--- src/rtl/simd_add_defines.vh ---
// Purpose: Constants for the unsigned add datapath
// Assumes: 32-bit operands, control register fields at fixed positions
// Notes:   Opcode codes are local to this block
//
// Overview of operation
// RL1: The carry-setting word add writes the low 32 bits of the 33-bit zero-extended sum.
// RL2: The carry-setting word add copies sum bit 32 into control register bit 13.
// RL3: No add raises a data-dependent exception; the exception output stays low.
// RL4: The halfword add sums upper and lower 16-bit lanes independently into matching lanes.
// RL5: The wrapping halfword add keeps each lane sum modulo 65,536.
// RL6: The saturating halfword add replaces an overflowed lane with 0xFFFF.
// RL7: Any lane overflow in a vector add sets control register bit 20.
// RL8: The byte add sums four 8-bit lanes independently, bits 31..24 down to 7..0.
// RL9: The wrapping byte add keeps each lane sum modulo 256.
// RL10: The saturating byte add replaces an overflowed lane with 0xFF.
// RL11: A byte lane overflows exactly when bit 8 of its 9-bit sum is 1.
// RL12: The carry-setting word add leaves the overflow flag unchanged.
// RL13: The overflow flag is only ever set by these operations, never cleared; here a control register write (CTRL_WRITE) with bit 20 low clears it
// unless a vector add overflows in the same cycle.
`ifndef SIMD_ADD_DEFINES_VH
`define SIMD_ADD_DEFINES_VH

`define OP_W              3
`define OP_NONE           3'h0
`define OP_WORD_SET_CARRY 3'h1
`define OP_HALF_WRAP      3'h2
`define OP_HALF_SAT       3'h3
`define OP_BYTE_WRAP      3'h4
`define OP_BYTE_SAT       3'h5

`define CTRL_W            32
`define CTRL_CARRY_BIT    13
`define CTRL_OVF_BIT      20
`define CTRL_RESET        32'h00000000

`define WORD_W            32
`define HALF_W            16
`define BYTE_W            8
`define HALF_LANES        2
`define BYTE_LANES        4

`endif

--- src/rtl/lane_adder.v ---
// Purpose: One unsigned lane adder with optional saturation
// Assumes: Unsigned operands of width W
// Notes:   Overflow is the carry out of the lane
`timescale 1ns/100ps
`default_nettype none

module lane_adder #(
    parameter W = 8
) (
    // Operands and saturation enable
    input  wire [W-1:0] a,
    input  wire [W-1:0] b,
    input  wire         sat,
    // Result
    output wire [W-1:0] sum,
    output wire         ovf
);
    wire [W:0] full;

    assign full = {1'b0, a} + {1'b0, b};
    assign ovf  = full[W];                                   // see RL11
    assign sum  = (sat && full[W]) ? {W{1'b1}} : full[W-1:0]; // see RL6 RL10 RL5 RL9
endmodule

`default_nettype wire

--- src/rtl/simd_add_unit.v ---
// Purpose: Unsigned word and SIMD add datapath with carry and overflow flags
// Assumes: One operation per cycle issued by the core pipeline
// Notes:   Results are registered; the control register is held locally
`timescale 1ns/100ps
`default_nettype none
`include "simd_add_defines.vh"

module simd_add_unit (
    // Clock and reset
    input  wire                CLK,
    input  wire                RST_N,
    // Issue
    input  wire                ISSUE_VALID,
    input  wire [`OP_W-1:0]    OPCODE,
    input  wire [`WORD_W-1:0]  SOURCE_ONE,
    input  wire [`WORD_W-1:0]  SOURCE_TWO,
    // Control register write from the core
    input  wire                CTRL_WRITE,
    input  wire [`CTRL_W-1:0]  CTRL_WDATA,
    // Result
    output reg                 RESULT_VALID,
    output reg  [`WORD_W-1:0]  RESULT,
    output reg                 EXCEPTION,
    output reg  [`CTRL_W-1:0]  DSP_CONTROL_REGISTER
);
    wire [`WORD_W:0]       word_sum;
    wire [`WORD_W-1:0]     half_res;
    wire [`WORD_W-1:0]     byte_res;
    wire [`HALF_LANES-1:0] half_ovf;
    wire [`BYTE_LANES-1:0] byte_ovf;
    wire                   half_sat;
    wire                   byte_sat;
    reg  [`WORD_W-1:0]     result_d;
    reg  [`CTRL_W-1:0]     ctrl_d;
    reg                    valid_d;

    assign word_sum = {1'b0, SOURCE_ONE} + {1'b0, SOURCE_TWO}; // see RL1
    assign half_sat = (OPCODE == `OP_HALF_SAT);
    assign byte_sat = (OPCODE == `OP_BYTE_SAT);

    // Halfword lanes
    genvar i;
    generate
        for (i = 0; i < `HALF_LANES; i = i + 1) begin : g_half
            lane_adder #(.W(`HALF_W)) u_half (                 // see RL4
                .a   (SOURCE_ONE[i*`HALF_W +: `HALF_W]),
                .b   (SOURCE_TWO[i*`HALF_W +: `HALF_W]),
                .sat (half_sat),
                .sum (half_res[i*`HALF_W +: `HALF_W]),
                .ovf (half_ovf[i])
            );
        end
        // Byte lanes
        for (i = 0; i < `BYTE_LANES; i = i + 1) begin : g_byte
            lane_adder #(.W(`BYTE_W)) u_byte (                 // see RL8
                .a   (SOURCE_ONE[i*`BYTE_W +: `BYTE_W]),
                .b   (SOURCE_TWO[i*`BYTE_W +: `BYTE_W]),
                .sat (byte_sat),
                .sum (byte_res[i*`BYTE_W +: `BYTE_W]),
                .ovf (byte_ovf[i])
            );
        end
    endgenerate

    // Next result and control register
    always @* begin
        ctrl_d   = DSP_CONTROL_REGISTER;
        result_d = RESULT;
        valid_d  = 1'b0;
        if (CTRL_WRITE) begin
            ctrl_d = CTRL_WDATA;
        end
        if (ISSUE_VALID) begin
            case (OPCODE)
                `OP_WORD_SET_CARRY: begin
                    valid_d  = 1'b1;
                    result_d = word_sum[`WORD_W-1:0];             // see RL1
                    ctrl_d[`CTRL_CARRY_BIT] = word_sum[`WORD_W];  // see RL2 RL12
                end
                `OP_HALF_WRAP, `OP_HALF_SAT: begin
                    valid_d  = 1'b1;
                    result_d = half_res;
                    if (|half_ovf) begin
                        ctrl_d[`CTRL_OVF_BIT] = 1'b1;             // see RL7 RL13
                    end
                end
                `OP_BYTE_WRAP, `OP_BYTE_SAT: begin
                    valid_d  = 1'b1;
                    result_d = byte_res;
                    if (|byte_ovf) begin
                        ctrl_d[`CTRL_OVF_BIT] = 1'b1;             // see RL7 RL11 RL13
                    end
                end
                default: begin
                    valid_d = 1'b0;
                end
            endcase
        end
    end

    always @(posedge CLK) begin
        if (!RST_N) begin
            RESULT_VALID         <= 1'b0;
            RESULT               <= {`WORD_W{1'b0}};
            EXCEPTION            <= 1'b0;
            DSP_CONTROL_REGISTER <= `CTRL_RESET;
        end else begin
            RESULT_VALID         <= valid_d;
            RESULT               <= result_d;
            EXCEPTION            <= 1'b0;                         // see RL3
            DSP_CONTROL_REGISTER <= ctrl_d;
        end
    end
endmodule

`default_nettype wire

--- config.mk ---
export PLATFORM = sky130hd
export DESIGN_NAME = simd_add_unit
export DESIGN_NICKNAME = d
export VERILOG_FILES = /design/src/rtl/lane_adder.v /design/src/rtl/simd_add_unit.v
export VERILOG_INCLUDE_DIRS = /design/src /design/src/rtl
export SDC_FILE = /design/constraint.sdc
export NUM_CORES = 1
export LEC_CHECK = 0
export BUFFER_PORTS_ARGS = -buffer_cell sky130_fd_sc_hd__buf_4
export CAP_MARGIN = 40
export CELL_PAD_IN_SITES_DETAIL_PLACEMENT = 0
export CELL_PAD_IN_SITES_GLOBAL_PLACEMENT = 1
export CORE_MARGIN = 5
export CORE_UTILIZATION = 42
export CTS_BUF_LIST = sky130_fd_sc_hd__clkbuf_4
export DETAILED_ROUTE_END_ITERATION = 10
export GPL_ROUTABILITY_DRIVEN = 0
export GPL_TIMING_DRIVEN = 0
export PLACE_DENSITY = 0.94
export SKIP_CTS_REPAIR_TIMING = 1
export SKIP_LAST_GASP = 1
export SLEW_MARGIN = 25
export SYNTH_ARGS = -nofsm -noshare
export SYNTH_HDL_FRONTEND = slang
export SYNTH_HIERARCHICAL = 1
export SYNTH_SLANG_ARGS = --single-unit
--- constraint.sdc ---
create_clock -name CLK -period 3.9 [get_ports CLK]
set_input_delay 0.585 -clock CLK [delete_from_list [all_inputs] [get_ports CLK]]
set_output_delay 0.585 -clock CLK [all_outputs]
set_load 0.05 [all_outputs]
==> summary.txt, run 1 <==
Fin. Hold Viols: 0
Routed wire length: 26.5 mm
CTS root buf: clkbuf_4
Number of I/O port buffers: 165
Largest net degree at the start of global routing: 13
Initial antenna violation count: 1
Row cnt: 50
Final setup violation count: 0
Worst vdd ir: 0.190 mV
Routed via count: 8501
Mean post-synth cell area: 7.91 sq um
DR iter-0 viols: 646
Cts bufs inserted: 9
Max-Cap Viols: 0
FILL cells: 1849
Setup crit end kind: flip-flop
Async set or reset register ratio after synthesis: 0
CP Class: in2reg
Leakage: 4.28 nW
Die H: 148 um
Cell count after synthesis: 1008
CP startpoint kind: input pin
DRC Markers: 0
Flops & latches, synth: 65
Total global routing overflow: 0
Hpwl dp: 21.7 mm
Ys flop type: dfxtp_1
CTS clock-pin slew for the worst setup and hold paths: 0.12 ns
RSZ-0062 raised after global routing: false
# IOs: 169
Hold Crit Class: in2reg
Worst skew pair latency: 0.43 ns
Layout cells sized above 1: 0.188
Tcrit/Tclk final: 0.910
Starting Density: 0.426
Nets@finish: 1393
Vias per cell: 5.97
Die width: 148 um
Fin crit period: 3.55 ns
Slew Limit Fails: 0
Status: complete, no violations
Area of the core: 18700 sq um
Critical path peak fanout: 10
Layout Utilization: 0.519
Worst Slack Setup Final: 0.350 ns
Max_slew headroom: 0.518
Post-Syn Area: 7980 sq um
Layout Skew: 0 ns
H-Tree Depth: 3
All-layer global routing usage: 0.234
Fmax: 0.282 GHz
Arrival @ worst endpoint: 3.88 ns
Hold slack: 0.382 ns
First-pass GRT wire length: 41.8 mm
Number of global-route vias before repair: 8188
Clk sinks: 65
Distinct cells, synth: 70
Power Density: 293 nW/um^2
DRT Pass-1 Iters: 5
Worst Max-Slew Pin Slew: 0.723 ns
Post-synth EDFFs: 0
Pre-CTS WS: -0.0182 ns
CTS tree: yes
Seq/Total Area, Yosys: 0.163
Full die area: 21800 sq um
Routed Antenna Nets: 0
Mapped Nets: 1216
Wire length per cell: 18.6 um
WP data required: 4.23 ns
Ys Warns: 6
Area Overhead vs Synth: 21.7%
Clock Tree Buf Depth: 2
[critical path, cell delays in order]
cell,delay (ns)
buf_4,0.12
ha_1,0.22
fa_1,0.40
a21o_1,0.25
a311oi_2,0.50
nor3_2,0.18
o311ai_4,0.55
buf_6,0.23
o21ai_1,0.07
a221oi_1,0.46
a211oi_1,0.10
a21oi_1,0.15
nor2b_1,0.06
[where the power goes]
group	leakage [nW]	switching, W	internal, W	total, W
Clock	0.0972	0.000280	0.000335	0.000615
Combinational	3.64	0.000899	0.000582	0.00148
Sequential	0.535	0.0000369	0.000714	0.000750
[metrics by stage]
stage	power, W	std cells	TNS (ns)	cell area, sq um
final	0.00285	1425	0	9700
after global routing	0.00302	1425	0	9700
after detailed placement	0.00223	1407	-0.0182	9510
after CTS	0.00283	1423	0	9700
after floorplan	0.00179	1008	0	7980
after global placement	0.00221	1407	0	9510
[registers in the layout, indices dropped and copies added (netlist names)]
signal                flops
RESULT_VALID              1
DSP_CONTROL_REGISTER     32
RESULT                   32
[layer usage]
layer	track usage	wire length (um)	vias up
met5	0	0	-
met4	0.0601	522	0
met3	0.0294	1440	40
met2	0.403	12700	284
met1	0.309	11800	3976
li1	-	-	4201
[synthesized netlist by cell type (18+ instances only)]
cell type | n | area share
clkbuf_1 | 30 | 0.014
inv_1 | 27 | 0.013
nor2b_1 | 47 | 0.037
a221oi_1 | 18 | 0.020
xor2_1 | 21 | 0.023
nand2_1 | 87 | 0.041
o21ai_0 | 69 | 0.043
nand3_1 | 20 | 0.013
a21boi_0 | 18 | 0.017
xnor2_1 | 25 | 0.027
nor3_1 | 25 | 0.016
ha_1 | 98 | 0.15
dfxtp_1 | 65 | 0.16
nor2_1 | 43 | 0.020
a21oi_1 | 98 | 0.061
a21o_1 | 26 | 0.024
mux2i_1 | 38 | 0.048
[layout by cell type (no fill, tap or decap), types with 5 or more instances in the layout]
cell	netlist	routed
clkbuf_4	0	10
xnor2_1	25	25
a221oi_1	18	18
a221o_1	8	8
o21ai_0	69	69
nand2b_1	16	16
o211ai_1	16	16
nand2_1	87	87
a21oi_1	98	98
buf_4	1	166
a211oi_1	16	16
a21boi_0	18	18
o21ai_1	13	13
o21bai_1	16	16
inv_1	27	27
nor2b_1	47	47
fa_1	7	7
a22oi_1	8	8
a21o_1	26	26
mux2i_1	38	38
clkbuf_1	30	30
nor2_1	43	43
ha_1	98	98
o2111ai_1	15	15
nand3_1	20	20
buf_2	5	5
a31oi_1	16	16
nor3_1	25	25
and3_1	13	13
o22ai_1	6	6
o21a_1	14	14
dfxtp_1	65	65
xor2_1	21	21
[path summary, 6_finish.rpt]
kind / startpoint / to / slack, ns / cells after the start
worst max-delay path: SOURCE_ONE[0] / RESULT[13]$_SDFFE_PN0P_ / 0.35 / 13
worst min-delay path: OPCODE[2] / RESULT_VALID$_SDFF_PN0_ / 0.38 / 2
worst max register to register: RESULT[29]$_SDFFE_PN0P_ / RESULT[29]$_SDFFE_PN0P_ / 3.02 / 4
worst min register to register: RESULT[0]$_SDFFE_PN0P_ / RESULT[0]$_SDFFE_PN0P_ / 0.48 / 2
[final cells by class]
class                   instances  area (sq um)  share of cell area
diodes                          1          2.50            0.000258
clock buffers                  10          75.1             0.00774
inverters                      28           105              0.0108
plain buffers                  43           194              0.0200
multi-input cells             872          6370               0.657
clock inverters                 6           115              0.0119
flip-flops and latches         65          1300               0.134
repair buffers                166          1240               0.128
well taps                     234           293              0.0302
[kinds of logic after synthesis]
family,synth area share
adders and majority gates,0.171
buffers and inverters,0.0375
muxes,0.0519
xor gates and xnor gates,0.0505
and+or+nand+nor,0.178
AOI/OAI and AO/OA,0.347
other,0.000470
DFF,0.163
(Power assumes the default switching activity.)
==> inputs of run 2 (changes only) <==
RECOVER_POWER = 100   (was default)
==> summary.txt, run 2 (synthesis gave the netlist of run 1 again) <==
Tcrit/Tclk final: 0.953 (+0.0423)
Routed via count: 8451 (-0.59%)
Worst Max-Slew Pin Slew: 0.912 ns (+0.189 ns)
Final setup violation count: 0 (unchanged)
Vias per cell: 5.93 (-0.59%)
RSZ-0062 raised after global routing: false
Area of the core: 18700 sq um (unchanged)
CTS clock-pin slew for the worst setup and hold paths: 0.11 ns (about the same)
CTS tree: yes
Cts bufs inserted: 9 (unchanged)
Clk sinks: 65 (unchanged)
Routed wire length: 26.5 mm (+0.16%)
Worst Slack Setup Final: 0.185 ns (-0.165 ns)
All-layer global routing usage: 0.234 (unchanged)
Largest net degree at the start of global routing: 13 (unchanged)
H-Tree Depth: 3 (unchanged)
Arrival @ worst endpoint: 4.04 ns (+0.16 ns)
Die width: 148 um (unchanged)
Row cnt: 50 (unchanged)
Placed cell areas: 9510 sq um (unchanged)
Leakage: 4.00 nW (-6.4%)
# IOs: 169 (unchanged)
WP data required: 4.23 ns (about the same)
Finished Cell Area: 9430 sq um (-2.8%)
Layout cells sized above 1: 0.130 (-0.0580)
Number of I/O port buffers: 165 (unchanged)
Slew Limit Fails: 0 (unchanged)
Power Density: 296 nW/um^2 (+1.0%)
Hpwl dp: 21.7 mm (unchanged)
Layout Utilization: 0.504 (-0.0147)
Layout Skew: 0 ns (unchanged)
Commonest non-fill, non-tap cell in the layout: buf_4
CTS root buf: clkbuf_4
Total global routing overflow: 0 (unchanged)
Number of global-route vias before repair: 8188 (unchanged)
Die H: 148 um (unchanged)
Worst skew pair latency: 0.43 ns (about the same)
CP Class: in2reg
Worst vdd ir: 0.189 mV (-0.34%)
First-pass GRT wire length: 41.8 mm (unchanged)
CP startpoint kind: input pin
Fmax: 0.269 GHz (-4.4%)
Area Overhead vs Synth: 18.2%
Fin cells: 1425 (unchanged)
Max_slew headroom: 0.384 (-0.134)
Full die area: 21800 sq um (unchanged)
DR iter-0 viols: 652 (+0.93%)
Wire length per cell: 18.6 um (+0.16%)
Critical path peak fanout: 10 (unchanged)
Fin. Hold Viols: 0 (unchanged)
Biggest regs: DSP_CONTROL_REGISTER x32, RESULT x32, RESULT_VALID x1
Status: complete, no violations
DRT Pass-1 Iters: 5 (unchanged)
Routed Antenna Nets: 0 (unchanged)
Nets@finish: 1393 (unchanged)
Pre-CTS WS: -0.0182 ns (unchanged)
Clock Tree Buf Depth: 2 (unchanged)
Starting Density: 0.426 (unchanged)
Placed Cells: 1407 (unchanged)
Max-Cap Viols: 0 (unchanged)
Most frequent cells in the layout: 100 x buf_4, 98 x clkbuf_1, 98 x a21oi_1, 98 x ha_1, 87 x nand2_1
Setup crit end kind: flip-flop
Initial antenna violation count: 1 (unchanged)
Fin crit period: 3.72 ns (+0.165 ns)
Hold Crit Class: in2reg
DRC Markers: 0 (unchanged)
run 2: cell types whose count changed in the layout (fill, tap and decap cells not counted), sizes merged:
cell	previous run	this run
clkbuf	41	109
buf	178	110
run 2: worst max-delay path, stage by stage:
cell      delay [ns]
buf_4           0.12
ha_1            0.22
fa_1            0.42
a21o_1          0.24
a311oi_2        0.43
nor3_1          0.22
o311ai_2        0.78
buf_6           0.24
o31ai_1         0.11
a221o_1         0.37
nand2_1         0.07
o21ai_0         0.08
nand2_1         0.08
o21ai_1         0.06
run 2: final timing paths:
| check | depth (start not counted) | end | slack [ns] | start |
|---|---|---|---|---|
| hold reg to reg | 2 | RESULT[0]$_SDFFE_PN0P_ | 0.48 | RESULT[0]$_SDFFE_PN0P_ |
| setup reg to reg | 4 | RESULT[29]$_SDFFE_PN0P_ | 3.02 | RESULT[29]$_SDFFE_PN0P_ |
| setup / recovery | 14 | RESULT[30]$_SDFFE_PN0P_ | 0.18 | SOURCE_ONE[16] |
| hold / removal | 2 | RESULT_VALID$_SDFF_PN0_ | 0.38 | OPCODE[2] |
run 2: layout make-up:
cell class                      instances  area, sq um
Fill cell                            1929         9280
Buffer                                 43          194
Tap cell                              234          293
Inverter                               28          105
Timing Repair Buffer                  166          996
Multi-Input combinational cell        872         6350
Antenna cell                            1         2.50
Clock inverter                          6          115
Sequential cell                        65         1300
Clock buffer                           10         75.1
run 2: metal layers:
metal  part of all wire  global-route usage  up-vias
met5                  0                   0        -
li1                   -                   -     4192
met1               0.45               0.309     3959
met3              0.055              0.0294       42
met4              0.020              0.0601        0
met2               0.48               0.403      258
run 2: stage by stage:
step | setup TNS [ns] | hold slack (ns) | power (W)
6_report | 0 | 0.376 | 0.00280
5_1_grt | 0 | 0.362 | 0.00297
4_1_cts | 0 | 0.364 | 0.00283
3_5_place_dp | -0.0182 | 0.464 | 0.00223
3_3_place_gp | 0 | 0.457 | 0.00221
2_1_floorplan | 0 | 0.676 | 0.00179
run 2: report_power, final:
group	leakage (nW)	switching (W)	internal, W
combinational	3.37	0.000897	0.000537
sequential	0.535	0.0000351	0.000714
clock	0.0972	0.000278	0.000335
